--- src/rtl/cam_cmd_pkg.sv ---
/*
  Shared constants for the camera remote command decoder: APB register
  offsets, field positions, reset values, command codes and timing counts.
  Assumes a 250 MHz system clock.
*/
package cam_cmd_pkg;

  // ==========================================================================
  // Register map (byte addresses)
  localparam logic [7:0] CMD_OFS     = 8'h00;  // Write: command code
  localparam logic [7:0] STATUS_OFS  = 8'h04;  // Read: latches and axis state
  localparam logic [7:0] LIMIT_OFS   = 8'h08;  // Read: limit switches, override
  localparam logic [7:0] CTRL_OFS    = 8'h0C;  // R/W: relay-unit tv remote mode

  // ==========================================================================
  // Command codes (low five bits of a CMD write)
  localparam logic [4:0] CMD_NOP       = 5'h00;
  localparam logic [4:0] CMD_AXIS_BASE = 5'h01;  // 01..0C: axis*3 + op
  localparam logic [4:0] CMD_PEAK      = 5'h10;
  localparam logic [4:0] CMD_AVERAGE   = 5'h11;
  localparam logic [4:0] CMD_PWR_ON    = 5'h12;
  localparam logic [4:0] CMD_PWR_OFF   = 5'h13;
  localparam logic [4:0] CMD_SC_ON     = 5'h14;
  localparam logic [4:0] CMD_SC_OFF    = 5'h15;

  // Per axis operation index within a group of three
  localparam logic [1:0] OP_FWD  = 2'h0;
  localparam logic [1:0] OP_REV  = 2'h1;
  localparam logic [1:0] OP_STOP = 2'h2;

  // Axis count: pan, tilt, zoom, iris
  localparam int NUM_AXES = 4;
  localparam int AXIS_IRIS = 3;

  // ==========================================================================
  // Status field positions
  localparam int ST_POWER  = 0;
  localparam int ST_PEAK   = 1;
  localparam int ST_SC     = 2;
  localparam int ST_XMIT   = 3;
  localparam int ST_AXIS   = 8;   // 2 bits per axis from here

  // Reset values of the latches (held state lives in relays; these are the
  // values a fresh digital reset takes)
  localparam logic RST_POWER = 1'b0;
  localparam logic RST_PEAK  = 1'b1;
  localparam logic RST_SC    = 1'b1;

  // ==========================================================================
  // Timing: iris full travel bound and motor step rate
  localparam int  CLK_MHZ         = 250;
  localparam real IRIS_RANGE_DEG  = 123.0;
  localparam real IRIS_TIME_S     = 13.1;
  localparam longint IRIS_TRAVEL_CYC = longint'(IRIS_TIME_S * CLK_MHZ * 1.0e6);
  localparam int  STEP_HZ_DEFAULT = 1000;  // Plain stepping rate default

  // Axis run direction
  typedef enum logic [1:0] {
    DIR_STOP = 2'h0,
    DIR_FWD  = 2'h1,
    DIR_REV  = 2'h2
  } dir_t;

endpackage : cam_cmd_pkg

--- src/rtl/cam_cmd_decoder.sv ---
/*
  Camera remote command decoder: APB slave taking ground commands, four
  reversible motor axes and three latched switched functions with
  override and power interlocks.
  Assumes APB master in the CLK_I domain; limit, override and supply
  inputs already synchronous to CLK_I.
*/
// Local design decisions: the register addresses and register access over APB.
`timescale 1ns/1ns
`default_nettype none

// Overview of operation
// - Each axis decodes forward, reverse and stop: twelve motor commands.
// - Motor commands accepted in any order, including direct reversal.
// - Several axes may run together, each with its own state.
// - Hitting an end limit stops that axis like a stop command.
// - At a limit, commands driving further in are ignored until reversed.
// - No axis runs while camera power is off.
// - After any power loss every axis is stopped when power returns.
// - Each switched function has set and clear commands; state latches.
// - Light mode latch picks peak (100 percent) or average (60 percent).
// - Subcarrier commands set or clear the voice subcarrier enable.
// - Power on also sets subcarrier; power drives transmitter in remote mode.
// - Power off is standby: only power on is acted upon.
// - Override switch ends force power and light latches; centre is remote.
// - Override acts only while held; release returns control to commands.
// - Power on by override does not force subcarrier on.
// - Latches keep their state across any power interruption.
// - Iris covers 123 degrees within 13.1 seconds running continuously.
module cam_cmd_decoder
  import cam_cmd_pkg::*;
(
  // Clock and reset
  input  wire logic        CLK_I,
  input  wire logic        RST_N_I,
  // APB slave
  input  wire logic        PSEL_I,
  input  wire logic        PENABLE_I,
  input  wire logic        PWRITE_I,
  input  wire logic [7:0]  PADDR_I,
  input  wire logic [31:0] PWDATA_I,
  output logic      [31:0] PRDATA_O,
  output logic             PREADY_O,
  output logic             PSLVERR_O,
  // Limit switches, one per axis per direction (pan tilt zoom iris)
  input  wire logic [3:0]  LIM_FWD_I,
  input  wire logic [3:0]  LIM_REV_I,
  // Assembly supply present (low during an interruption)
  input  wire logic        SUPPLY_OK_I,
  // Override switches: held at an extreme end
  input  wire logic        OVR_PWR_ON_I,
  input  wire logic        OVR_PWR_OFF_I,
  input  wire logic        OVR_PEAK_I,
  input  wire logic        OVR_AVERAGE_I,
  // Motor drives
  output logic      [3:0]  MOTOR_RUN_O,
  output logic      [3:0]  MOTOR_REV_O,
  // Switched functions
  output logic             CAMERA_POWER_O,
  output logic             PEAK_LIGHT_MODE_O,
  output logic             SUBCARRIER_EN_O,
  output logic             XMIT_CTRL_O
);

  // ==========================================================================
  // State
  typedef struct packed {
    logic        power;      // Camera power latch
    logic        peak;       // 1: peak_light_mode, 0: average_light_mode
    logic        sc;         // Voice subcarrier latch
    logic        tv_remote;  // Relay unit in tv remote mode
    logic        pready;
    logic        pslverr;
    logic [31:0] prdata;
    logic [3:0]  run;
    logic [3:0]  rev;
    logic        xmit;
    logic        cam_pwr;
    logic        peak_o;
    logic        sc_o;
  } state_t;

  state_t st;
  state_t next_st;

  // Axis directions from the axis instances
  dir_t dir [NUM_AXES];

  // Command pulses per axis
  logic [3:0] ax_fwd;
  logic [3:0] ax_rev;
  logic [3:0] ax_stop;

  // Motors only see power when the latch after override is on and the supply is present
  logic motor_power;

  // ==========================================================================
  // Address decode helper, used by both read and write paths
  function automatic logic is_mapped(input logic [7:0] a);
    is_mapped = (a == CMD_OFS) || (a == STATUS_OFS) ||
                (a == LIMIT_OFS) || (a == CTRL_OFS);
  endfunction : is_mapped

  // Zero-wait APB: the access phase completes in its first cycle
  logic wr_access;
  logic cmd_wr;
  logic [4:0] cmd;
  assign wr_access = PSEL_I && PENABLE_I && PWRITE_I;
  assign cmd_wr    = wr_access && (PADDR_I == CMD_OFS);
  assign cmd       = PWDATA_I[4:0];

  // Effective power after override; override acts only while held
  logic eff_power;
  always_comb begin
    eff_power = st.power;
    if (OVR_PWR_ON_I) begin
      eff_power = 1'b1;
    end else if (OVR_PWR_OFF_I) begin
      eff_power = 1'b0;
    end
  end
  assign motor_power = eff_power && SUPPLY_OK_I;

  // ==========================================================================
  // Motor command decode: codes 01..0C map to axis*3 + op
  genvar g;
  generate
    for (g = 0; g < NUM_AXES; g++) begin : g_axis
      localparam logic [4:0] BASE = 5'(CMD_AXIS_BASE + 5'(3 * g));
      // Standby: forward and reverse commands are dropped while power is off; stop passes
      assign ax_fwd[g]  = cmd_wr && motor_power &&
                          cmd == 5'(BASE + 5'(OP_FWD));
      assign ax_rev[g]  = cmd_wr && motor_power &&
                          cmd == 5'(BASE + 5'(OP_REV));
      assign ax_stop[g] = cmd_wr && cmd == 5'(BASE + 5'(OP_STOP));

      // Independent run state per axis
      cam_axis u_axis (
        .clk_i     (CLK_I),
        .rst_n_i   (RST_N_I),
        .fwd_i     (ax_fwd[g]),
        .rev_i     (ax_rev[g]),
        .stop_i    (ax_stop[g]),
        .power_i   (motor_power),
        .lim_fwd_i (LIM_FWD_I[g]),
        .lim_rev_i (LIM_REV_I[g]),
        .dir_o     (dir[g])
      );
      // Reverse end mirrors the forward check kept inside the axis
      a_rev_limit: assert property (
        @(posedge CLK_I) disable iff (!RST_N_I)
        LIM_REV_I[g] |=> ##1 !(MOTOR_RUN_O[g] && MOTOR_REV_O[g]))
        else $error("axis ran into reverse limit");
    end
  endgenerate

  // ==========================================================================
  // Latches, outputs and APB answer
  always_comb begin
    next_st = st;
    // Ground commands on the switched functions
    if (cmd_wr) begin
      if (cmd == CMD_PWR_ON) begin
        next_st.power = 1'b1;
        next_st.sc    = 1'b1;
      end else if (cmd == CMD_PWR_OFF) begin
        next_st.power = 1'b0;
      end else if (eff_power) begin
        case (cmd)
          CMD_PEAK:    next_st.peak = 1'b1;
          CMD_AVERAGE: next_st.peak = 1'b0;
          CMD_SC_ON:   next_st.sc   = 1'b1;
          CMD_SC_OFF:  next_st.sc   = 1'b0;
          default:     next_st.sc   = next_st.sc;
        endcase
      end
    end
    // Light mode override wins while held; latch follows the switch
    if (OVR_PEAK_I) begin
      next_st.peak = 1'b1;
    end else if (OVR_AVERAGE_I) begin
      next_st.peak = 1'b0;
    end
    // Power override moves the relay itself but never the subcarrier
    if (OVR_PWR_ON_I) begin
      next_st.power = 1'b1;
    end else if (OVR_PWR_OFF_I) begin
      next_st.power = 1'b0;
    end
    // Relay-unit mode bit written by software
    if (wr_access && PADDR_I == CTRL_OFS) begin
      next_st.tv_remote = PWDATA_I[0];
    end
    // Drive outputs; the supply dropout does not touch the latches
    next_st.cam_pwr = next_st.power;
    next_st.peak_o  = next_st.peak;
    next_st.sc_o    = next_st.sc;
    next_st.xmit    = next_st.power && next_st.tv_remote;
    for (int i = 0; i < NUM_AXES; i++) begin
      next_st.run[i] = (dir[i] != DIR_STOP);
      next_st.rev[i] = (dir[i] == DIR_REV);
    end
    // APB answer in the access phase, one cycle
    next_st.pready  = PSEL_I && !PENABLE_I;
    next_st.pslverr = PSEL_I && !PENABLE_I && !is_mapped(PADDR_I);
    next_st.prdata  = 32'h0000_0000;
    if (PSEL_I && !PENABLE_I && !PWRITE_I) begin
      case (PADDR_I)
        STATUS_OFS: begin
          next_st.prdata[ST_POWER] = st.power;
          next_st.prdata[ST_PEAK]  = st.peak;
          next_st.prdata[ST_SC]    = st.sc;
          next_st.prdata[ST_XMIT]  = st.xmit;
          for (int i = 0; i < NUM_AXES; i++) begin
            next_st.prdata[ST_AXIS + 2 * i +: 2] = dir[i];
          end
        end
        LIMIT_OFS: begin
          next_st.prdata[3:0]   = LIM_FWD_I;
          next_st.prdata[7:4]   = LIM_REV_I;
          next_st.prdata[8]     = OVR_PWR_ON_I;
          next_st.prdata[9]     = OVR_PWR_OFF_I;
          next_st.prdata[10]    = OVR_PEAK_I;
          next_st.prdata[11]    = OVR_AVERAGE_I;
          next_st.prdata[12]    = SUPPLY_OK_I;
        end
        CTRL_OFS:   next_st.prdata[0] = st.tv_remote;
        default:    next_st.prdata = 32'h0000_0000;
      endcase
    end
  end

  // Single register stage for all state
  always_ff @(posedge CLK_I or negedge RST_N_I) begin
    if (!RST_N_I) begin
      st         <= '0;
      st.power   <= RST_POWER;
      st.peak    <= RST_PEAK;
      st.sc      <= RST_SC;
      st.peak_o  <= RST_PEAK;
      st.sc_o    <= RST_SC;
      st.cam_pwr <= RST_POWER;
    end else begin
      st <= next_st;
    end
  end

  // ==========================================================================
  // Outputs straight from flip-flops
  assign PRDATA_O          = st.prdata;
  assign PREADY_O          = st.pready;
  assign PSLVERR_O         = st.pslverr;
  assign MOTOR_RUN_O       = st.run;
  assign MOTOR_REV_O       = st.rev;
  assign CAMERA_POWER_O    = st.cam_pwr;
  assign PEAK_LIGHT_MODE_O = st.peak_o;
  assign SUBCARRIER_EN_O   = st.sc_o;
  assign XMIT_CTRL_O       = st.xmit;

  // ==========================================================================
  // Assertions
  a_pwr_on_sc: assert property (@(posedge CLK_I) disable iff (!RST_N_I)
    cmd_wr && cmd == CMD_PWR_ON |=> st.sc)
    else $error("power on did not set subcarrier");
  a_standby_ignore: assert property (@(posedge CLK_I) disable iff (!RST_N_I)
    cmd_wr && !eff_power && cmd == CMD_SC_OFF && !OVR_PWR_ON_I
    |=> st.sc == $past(st.sc))
    else $error("subcarrier changed in standby");
  a_ovr_no_sc: assert property (@(posedge CLK_I) disable iff (!RST_N_I)
    OVR_PWR_ON_I && !cmd_wr |=> st.power && st.sc == $past(st.sc))
    else $error("override touched subcarrier");
  a_ovr_peak: assert property (@(posedge CLK_I) disable iff (!RST_N_I)
    OVR_PEAK_I |=> PEAK_LIGHT_MODE_O)
    else $error("peak override not applied");
  a_no_run_off: assert property (@(posedge CLK_I) disable iff (!RST_N_I)
    !motor_power |=> ##1 MOTOR_RUN_O == 4'h0)
    else $error("motor ran without power");
  a_supply_keep: assert property (@(posedge CLK_I) disable iff (!RST_N_I)
    !SUPPLY_OK_I && !cmd_wr && !OVR_PWR_ON_I && !OVR_PWR_OFF_I
    |=> st.power == $past(st.power))
    else $error("latch lost on dropout");
  a_avg_cmd: assert property (@(posedge CLK_I) disable iff (!RST_N_I)
    cmd_wr && cmd == CMD_AVERAGE && eff_power && !OVR_PEAK_I
    |=> !st.peak)
    else $error("average mode not set");
  a_apb_ready: assert property (@(posedge CLK_I) disable iff (!RST_N_I)
    PSEL_I && !PENABLE_I |=> PREADY_O)
    else $error("apb answer late");

  // Latch commands take effect at the access edge while powered
  a_peak_cmd: assert property (
    @(posedge CLK_I) disable iff (!RST_N_I)
    cmd_wr && cmd == CMD_PEAK && eff_power && !OVR_AVERAGE_I |=> st.peak)
    else $error("peak mode not set");
  a_sc_on_cmd: assert property (
    @(posedge CLK_I) disable iff (!RST_N_I)
    cmd_wr && cmd == CMD_SC_ON && eff_power |=> st.sc)
    else $error("subcarrier not set");
  a_sc_off_cmd: assert property (
    @(posedge CLK_I) disable iff (!RST_N_I)
    cmd_wr && cmd == CMD_SC_OFF && eff_power |=> !st.sc)
    else $error("subcarrier not cleared");
  a_pwr_off_cmd: assert property (
    @(posedge CLK_I) disable iff (!RST_N_I)
    cmd_wr && cmd == CMD_PWR_OFF && !OVR_PWR_ON_I |=> !st.power)
    else $error("power off not latched");

  // Held override ends force their latch; on beats off, peak beats average
  a_ovr_avg: assert property (
    @(posedge CLK_I) disable iff (!RST_N_I)
    OVR_AVERAGE_I && !OVR_PEAK_I |=> !st.peak)
    else $error("average override not applied");
  a_ovr_pwr_off: assert property (
    @(posedge CLK_I) disable iff (!RST_N_I)
    OVR_PWR_OFF_I && !OVR_PWR_ON_I |=> !st.power)
    else $error("power off override not applied");

  // Motors must not restart on their own when power comes back
  a_stay_stopped: assert property (
    @(posedge CLK_I) disable iff (!RST_N_I)
    $rose(motor_power) |=> MOTOR_RUN_O == 4'h0)
    else $error("axis restarted after power loss");

  // Unmapped places are refused, and only together with ready
  a_bad_addr: assert property (
    @(posedge CLK_I) disable iff (!RST_N_I)
    PSEL_I && !PENABLE_I && !is_mapped(PADDR_I) |=> PSLVERR_O)
    else $error("unmapped address not refused");
  a_err_ready: assert property (
    @(posedge CLK_I) disable iff (!RST_N_I)
    PSLVERR_O |-> PREADY_O)
    else $error("error without ready");

  c_two_axes: cover property (@(posedge CLK_I) disable iff (!RST_N_I)
    $countones(MOTOR_RUN_O) >= 2);
  c_pwr_cycle: cover property (@(posedge CLK_I) disable iff (!RST_N_I)
    CAMERA_POWER_O ##1 !CAMERA_POWER_O ##[1:20] CAMERA_POWER_O);
  c_override: cover property (@(posedge CLK_I) disable iff (!RST_N_I)
    OVR_PWR_ON_I && !st.sc);
  c_limit_hit: cover property (@(posedge CLK_I) disable iff (!RST_N_I)
    LIM_FWD_I != 4'h0);

endmodule : cam_cmd_decoder

`default_nettype wire

--- src/rtl/cam_axis.sv ---
/*
  One motor axis of the camera command decoder: run direction state with
  limit-switch stop and inhibit, and power interlock.
  Assumes commands arrive as one-cycle pulses and limits are synchronous.
*/
`timescale 1ns/1ns
`default_nettype none

module cam_axis
  import cam_cmd_pkg::*;
(
  // Clock and reset
  input  wire logic clk_i,
  input  wire logic rst_n_i,
  // Commands and interlocks
  input  wire logic fwd_i,
  input  wire logic rev_i,
  input  wire logic stop_i,
  input  wire logic power_i,
  input  wire logic lim_fwd_i,
  input  wire logic lim_rev_i,
  // State
  output var  dir_t dir_o
);

  typedef struct packed {
    dir_t dir;
  } axis_state_t;

  axis_state_t st;
  axis_state_t next_st;

  // ==========================================================================
  // Next direction: limits stop, further drive into a limit is refused
  always_comb begin
    next_st = st;
    if (fwd_i && !lim_fwd_i) begin
      next_st.dir = DIR_FWD;
    end else if (rev_i && !lim_rev_i) begin
      next_st.dir = DIR_REV;
    end else if (stop_i) begin
      next_st.dir = DIR_STOP;
    end
    if ((next_st.dir == DIR_FWD && lim_fwd_i) ||
        (next_st.dir == DIR_REV && lim_rev_i)) begin
      next_st.dir = DIR_STOP;
    end
    // Power off or a dropout always lands the axis stopped
    if (!power_i) begin
      next_st.dir = DIR_STOP;
    end
  end

  // Register; direction only moves on command, limit or power loss
  always_ff @(posedge clk_i or negedge rst_n_i) begin
    if (!rst_n_i) begin
      st <= '{dir: DIR_STOP};
    end else begin
      st <= next_st;
    end
  end

  assign dir_o = st.dir;

  // ==========================================================================
  a_limit_stops: assert property (@(posedge clk_i) disable iff (!rst_n_i)
    lim_fwd_i |=> st.dir != DIR_FWD)
    else $error("axis ran into forward limit");
  a_power_stops: assert property (@(posedge clk_i) disable iff (!rst_n_i)
    !power_i |=> st.dir == DIR_STOP)
    else $error("axis ran without power");
  a_reverse_ok: assert property (@(posedge clk_i) disable iff (!rst_n_i)
    power_i && rev_i && !fwd_i && !lim_rev_i |=> st.dir == DIR_REV)
    else $error("reverse command not taken");
  a_hold_idle: assert property (@(posedge clk_i) disable iff (!rst_n_i)
    power_i && !fwd_i && !rev_i && !stop_i && !lim_fwd_i && !lim_rev_i
    |=> st.dir == $past(st.dir))
    else $error("axis changed with no cause");
  c_reversal: cover property (@(posedge clk_i) disable iff (!rst_n_i)
    st.dir == DIR_FWD ##1 st.dir == DIR_REV);

endmodule : cam_axis

`default_nettype wire

--- config.mk ---
export PLATFORM = sky130hd
export DESIGN_NAME = cam_cmd_decoder
export DESIGN_NICKNAME = d
export VERILOG_FILES = /design/src/rtl/cam_cmd_pkg.sv /design/src/rtl/cam_cmd_decoder.sv /design/src/rtl/cam_axis.sv
export SDC_FILE = /design/constraint.sdc
export NUM_CORES = 1
export LEC_CHECK = 0
export ABC_AREA = 1
export BUFFER_PORTS_ARGS = -buffer_cell sky130_fd_sc_hd__buf_2
export CAP_MARGIN = 20
export CORE_UTILIZATION = 50
export CTS_CLUSTER_DIAMETER = 30
export DETAILED_ROUTE_END_ITERATION = 8
export GPL_ROUTABILITY_DRIVEN = 0
export MAX_ROUTING_LAYER = met4
export PLACE_DENSITY = 0.85
export SKIP_LAST_GASP = 1
export SYNTH_ARGS = -nofsm -noshare
export SYNTH_HDL_FRONTEND = slang
export SYNTH_SLANG_ARGS = --single-unit
--- constraint.sdc ---
create_clock -name CLK_I -period 3.19 [get_ports CLK_I]
set_clock_uncertainty 0.1 [all_clocks]
set_input_delay 0.638 -clock CLK_I [delete_from_list [all_inputs] [get_ports CLK_I]]
set_output_delay 0.638 -clock CLK_I [all_outputs]
set_load 0.02 [all_outputs]
; After elaboration in Yosys (flattened, before gate mapping)
; Cells that the tools add are included.
[op_classes]
eq_ne = 36
n_mux = 42
reduce_logical = 68
[op_table]
columns = op, n
row1 = $mux 2, 22
row2 = $logic_and 1x1->1, 38
row3 = $eq 5x5->1 const B, 6
row4 = $eq 5x4->1 const B, 5
row5 = $eq 5x3->1 const B, 4
row6 = $eq 2x2->1 const B, 8
row7 = $eq 8x4->1 const B, 2
row8 = $mux 16, 1
row9 = $logic_not 1->1, 11
row10 = $mux 1, 11
row11 = $eq 5x2->1 const B, 2
row12 = $pmux 5 s2, 1
row13 = $reduce_bool 2->1, 5
row14 = $reduce_bool 3->1, 3
row15 = $eq 2x1->1 const B, 4
row16 = $eq 8x3->1 const B, 1
row17 = $logic_not 8->1, 1
row18 = $logic_or 1x1->1, 7
row19 = $mux 3, 2
row20 = $ne 3x3->1 const B, 2
row21 = $pmux 3 s2, 1
row22 = $eq 5x1->1 const B, 1
row23 = $reduce_and 5->1, 1
row24 = $mux 4, 1
row25 = 5 further kinds, 6
[word_totals]
ff_bits = 55
inputBits = 58
wordCells = 160

; Longest topological paths before layout
[depth]
depth_word = 13
depth_mapped = 12

; Modules after synthesis
; A second synthesis with hierarchy kept.
[unflattened]
hier_cells = 310
hier_area_um2 = 2353.5
[by_module_without_submodules]
columns = mod, seq_area_each_um2, cells_per_inst, n_inst, area_each_um2
row1 = cam_cmd_decoder, 778.2, 230, 1, 1823.0
row2 = cam_axis, 50.0, 20, 4, 132.6

; Least setup slack after synthesis
; No wires, ideal clock.
[synth_path]
kind = input -> register
startpoint = input port PADDR_I[7]
endpoint = register g_axis[1].u_axis.st (netlist bit g_axis[1].u_axis.dir_o[0])
setup_ns = 0.114
setup_slack_ns = 1.434
arrival_ns = 1.542
n_path_buf = 0
stages = 10
required_ns = 2.976
path_cell_list = nor2_1 -> nand2_1 -> nor2_4 -> nand2_2 -> nor2_8 -> nand3_1 -> nand2_1 -> nand2_1 -> nand2_1 -> nor2_2
[synth_rtl]
columns = element, line_no
row1 = start: declaration, cam_cmd_decoder.sv:40  ; input wire logic [7:0] PADDR_I,
row2 = end signal: assignment, cam_axis.sv:57  ; st <= '{dir: DIR_STOP};
row3 = end signal: assignment, cam_axis.sv:59  ; st <= next_st;
row4 = end: declaration, cam_axis.sv:30  ; axis_state_t st;

==> results.cfg <==
[status]
status = completed

[power]
p_sw_w = 0.000250
power_frac_clock_pct = 34.9
ir_drop_uv = 142
seqPwrFrac_pct = 54.0
leakage_nw = 1.40
power_density_nw_per_um2 = 380
sw_frac_of_total_pct = 27.0
pwr-share-comb_pct = 11.2
p_int_w = 0.000678

[sta]
hold_viol_final = 0
slew_headroom_pct = 46.6
rsz0062_at_grt = no
finalSetupViolCount = 0
tightest_slew_ns = 0.801
fmaxAchievable_ghz = 0.553
fin_setup_tns_ns = 0
finalCritPeriodShare_pct = 56.7
min_period_ns = 1.81
slew_violations = 0
fin_ws_ns = 1.38

[drt]
ant_nets = 0
drc = 0
routed_wirelength_um = 4640
wl_per_cell_um = 12.2
drtIter0Drc = 142
first_pass_iters = 5
num_vias = 1916
via_per_inst = 5.06

[final_layout]
drive_gt1_share_pct = 26.9
fill_cells = 426
regArea_sq_um = 978
antenna_cells = 0
layout.nets = 384
area_growth_pct = 8.51
multi_input_area_sq_um = 877
fin_area_sq_um = 2440

[place]
place_ws_ns = 1.10
dpl-instance-area_sq_um = 2350
dp_hpwl_um = 3550
portBuffers = 60

[setup_path]
slowest_stage = inv_1
critPathCaptureType = flip-flop
worst-setup-path-type = in2reg
crit_arrival_ns = 1.91
cp-start-kind = primary input
worstPathMaxFanout = 8
reg2reg_depth = 10
crit_required_ns = 3.30
cpPeakStageDelay_ns = 0.26
cp_cell_sequence = buf_2, nor2_1, nand2_1, inv_1, nand3_1, inv_1, nand2_1, inv_1, nand2_1, a21oi_1

[clock_network]
post_cts_buffers = 0
cts_made_buffers = 5
tritoncts = built
htree_levels = 2
clockRootBuffer = clkbuf_8
clock-sinks = 39
post_cts_resized = 0
cts_buffer_depth = 2
insertion_delay_ns = 0.29
holdBufCountCts = 0
cts.reportedPaths.clkPinSlew_ns = 0.08

[floorplanning]
die_x_um = 69.1
core_area_sq_um = 4320
die_area_sq_um = 4770
io_pins = 104
rows = 24
fp.dieH_um = 69.1
start_util_pct = 52.0

[synth]
synth_cell_types = 32
syn_area_per_cell_sq_um = 7.86
synth-seq-area-share_pct = 43.5
ys.warnings.count = 0
syn_inst = 286
syn_area_sq_um = 2250
ys_seq_elements = 39

[run]
drv_cap = 0

[grt]
antenna_found_initial = 0
grt_pass1_wl_um = 7500
grt_pass1_vias = 1737
grt_max_degree = 40
overflow = 0
grt_usage_pct = 20.6

[worst_hold_path]
hold_class = in2async
## cells in the final DEF, fill, tap and decap left out
master	n
a21oi_4	1
inv_2	3
nand2_1	72
conb_1	16
nor2_8	1
clkinv_1	1
clkbuf_1	1
a21oi_1	11
clkbuf_8	5
nor2_1	24
nand4_1	5
inv_4	1
nand2_2	5
nor3b_1	2
nand3_1	17
buf_2	60
dfstp_2	2
o31ai_1	1
o21ai_0	3
nand3_2	1
nor2_4	2
clkinv_2	1
nor4_1	3
a211oi_1	1
dfrtp_1	37
nor2_2	1
clkinvlp_4	1
nor3_1	11
a211oi_2	1
or2_2	3
o211ai_1	1
o21bai_1	2
nor2b_1	1
inv_1	30
## cell usage after synthesis
cell	count	share of area (%)
nor3_1	11	2.4
nand2_2	5	1.4
nor3b_1	2	0.67
nor2_8	1	0.89
inv_2	3	0.50
or2_2	3	0.83
conb_1	1	0.17
nor2b_1	1	0.28
inv_1	30	5.0
o31ai_1	1	0.33
buf_4	40	13
dfstp_2	2	2.3
nand3_2	1	0.45
clkinv_1	1	0.17
nand4_1	5	1.4
nand3_1	17	3.8
nor2_2	1	0.28
a211oi_2	1	0.56
nor2_1	24	4.0
a21oi_1	11	2.4
dfrtp_1	37	41
o211ai_1	1	0.33
buf_6	1	0.50
o21bai_1	2	0.67
a211oi_1	1	0.33
inv_4	1	0.28
o21ai_0	3	0.67
nor2_4	2	1.0
nand2_1	72	12
nor4_1	3	0.83
a21oi_4	1	0.72
clkbuf_1	1	0.17
## registers in the layout, summed over array words and instances (netlist names)
register             count
PREADY_O                 1
PSLVERR_O                1
CAMERA_POWER_O           1
MOTOR_REV_O              4
MOTOR_RUN_O              4
PEAK_LIGHT_MODE_O        1
SUBCARRIER_EN_O          1
PRDATA_O                16
XMIT_CTRL_O              1
st                       1
g_axis.u_axis.dir_o      8
## layout make-up
type / instances / share of cell area, %
multi-input combinational: 185 / 35.9
inverter: 35 / 5.49
clock inverter: 2 / 0.513
sequential: 39 / 40.1
tap: 52 / 2.67
timing repair buffer: 60 / 12.3
clock buffer: 6 / 2.97
## cell families (layout without fill, tap and decap cells)
family | count (synthesis) | in the layout | synth area share (%)
other | 1 | 16 | 0.167
buffers and inverters | 77 | 103 | 20.0
AND/OR/NAND/NOR | 148 | 148 | 30.3
flip-flops | 39 | 39 | 43.5
AO/OA/AOI/OAI | 21 | 21 | 6.07
## worst max-delay path: cells and delay by family
kind	cells	cell delay (ns)
simple gates	5	0.59
compound gates	1	0.14
buf+inv	4	0.55
## worst paths after layout
| path | from | to | slack, ns |
|---|---|---|---|
| max reg2reg | CAMERA_POWER_O | g_axis[0].u_axis.dir_o[0] | 1.47 |
| max | PADDR_I[7] | PRDATA_O[11] | 1.38 |
| min reg2reg | g_axis[1].u_axis.dir_o[0] | MOTOR_REV_O[1] | 0.37 |
| max in group asynchronous | RST_N_I | g_axis[1].u_axis.dir_o[1] | 2.16 |
| min | RST_N_I | PRDATA_O[7] | 0.32 |
| min in group CLK_I | g_axis[1].u_axis.dir_o[0] | MOTOR_REV_O[1] | 0.37 |
## power groups by stage
| stage | Sequential (W) | Clock, W | Combinational (W) |
|---|---|---|---|
| 6_report | 0.000501 | 0.000323 | 0.000104 |
| 3_3_place_gp | 0.000510 | 0 | 0.000101 |
| 3_5_place_dp | 0.000510 | 0 | 0.000103 |
| 2_1_floorplan | 0.000514 | 0 | 0.0000676 |
| 4_1_cts | 0.000500 | 0.000324 | 0.000103 |
| 5_1_grt | 0.000501 | 0.000347 | 0.000114 |
## routing by layer
metal | track usage [%] | share of wire [%] | up-vias | wire (um)
met5 | - | 0 | - | 0
met4 | 11.8 | 2.5 | 0 | 117
met3 | 4.39 | 6.8 | 13 | 317
met2 | 33.0 | 48 | 94 | 2240
met1 | 24.1 | 42 | 888 | 1960
li1 | - | - | 921 | -
## per-stage QoR
stage | util (%) | cells | total power [W] | hold WS, ns
finish | 56.4 | 379 | 0.000928 | 0.321
global route | 56.4 | 379 | 0.000961 | 0.403
CTS | 56.4 | 379 | 0.000928 | 0.358
detailed placement | 54.5 | 371 | 0.000613 | 0.363
global placement | 54.5 | 371 | 0.000610 | 0.360
floorplan | - | 301 | 0.000582 | 0.242
Note: power is estimated with default switching activity, not from simulation.
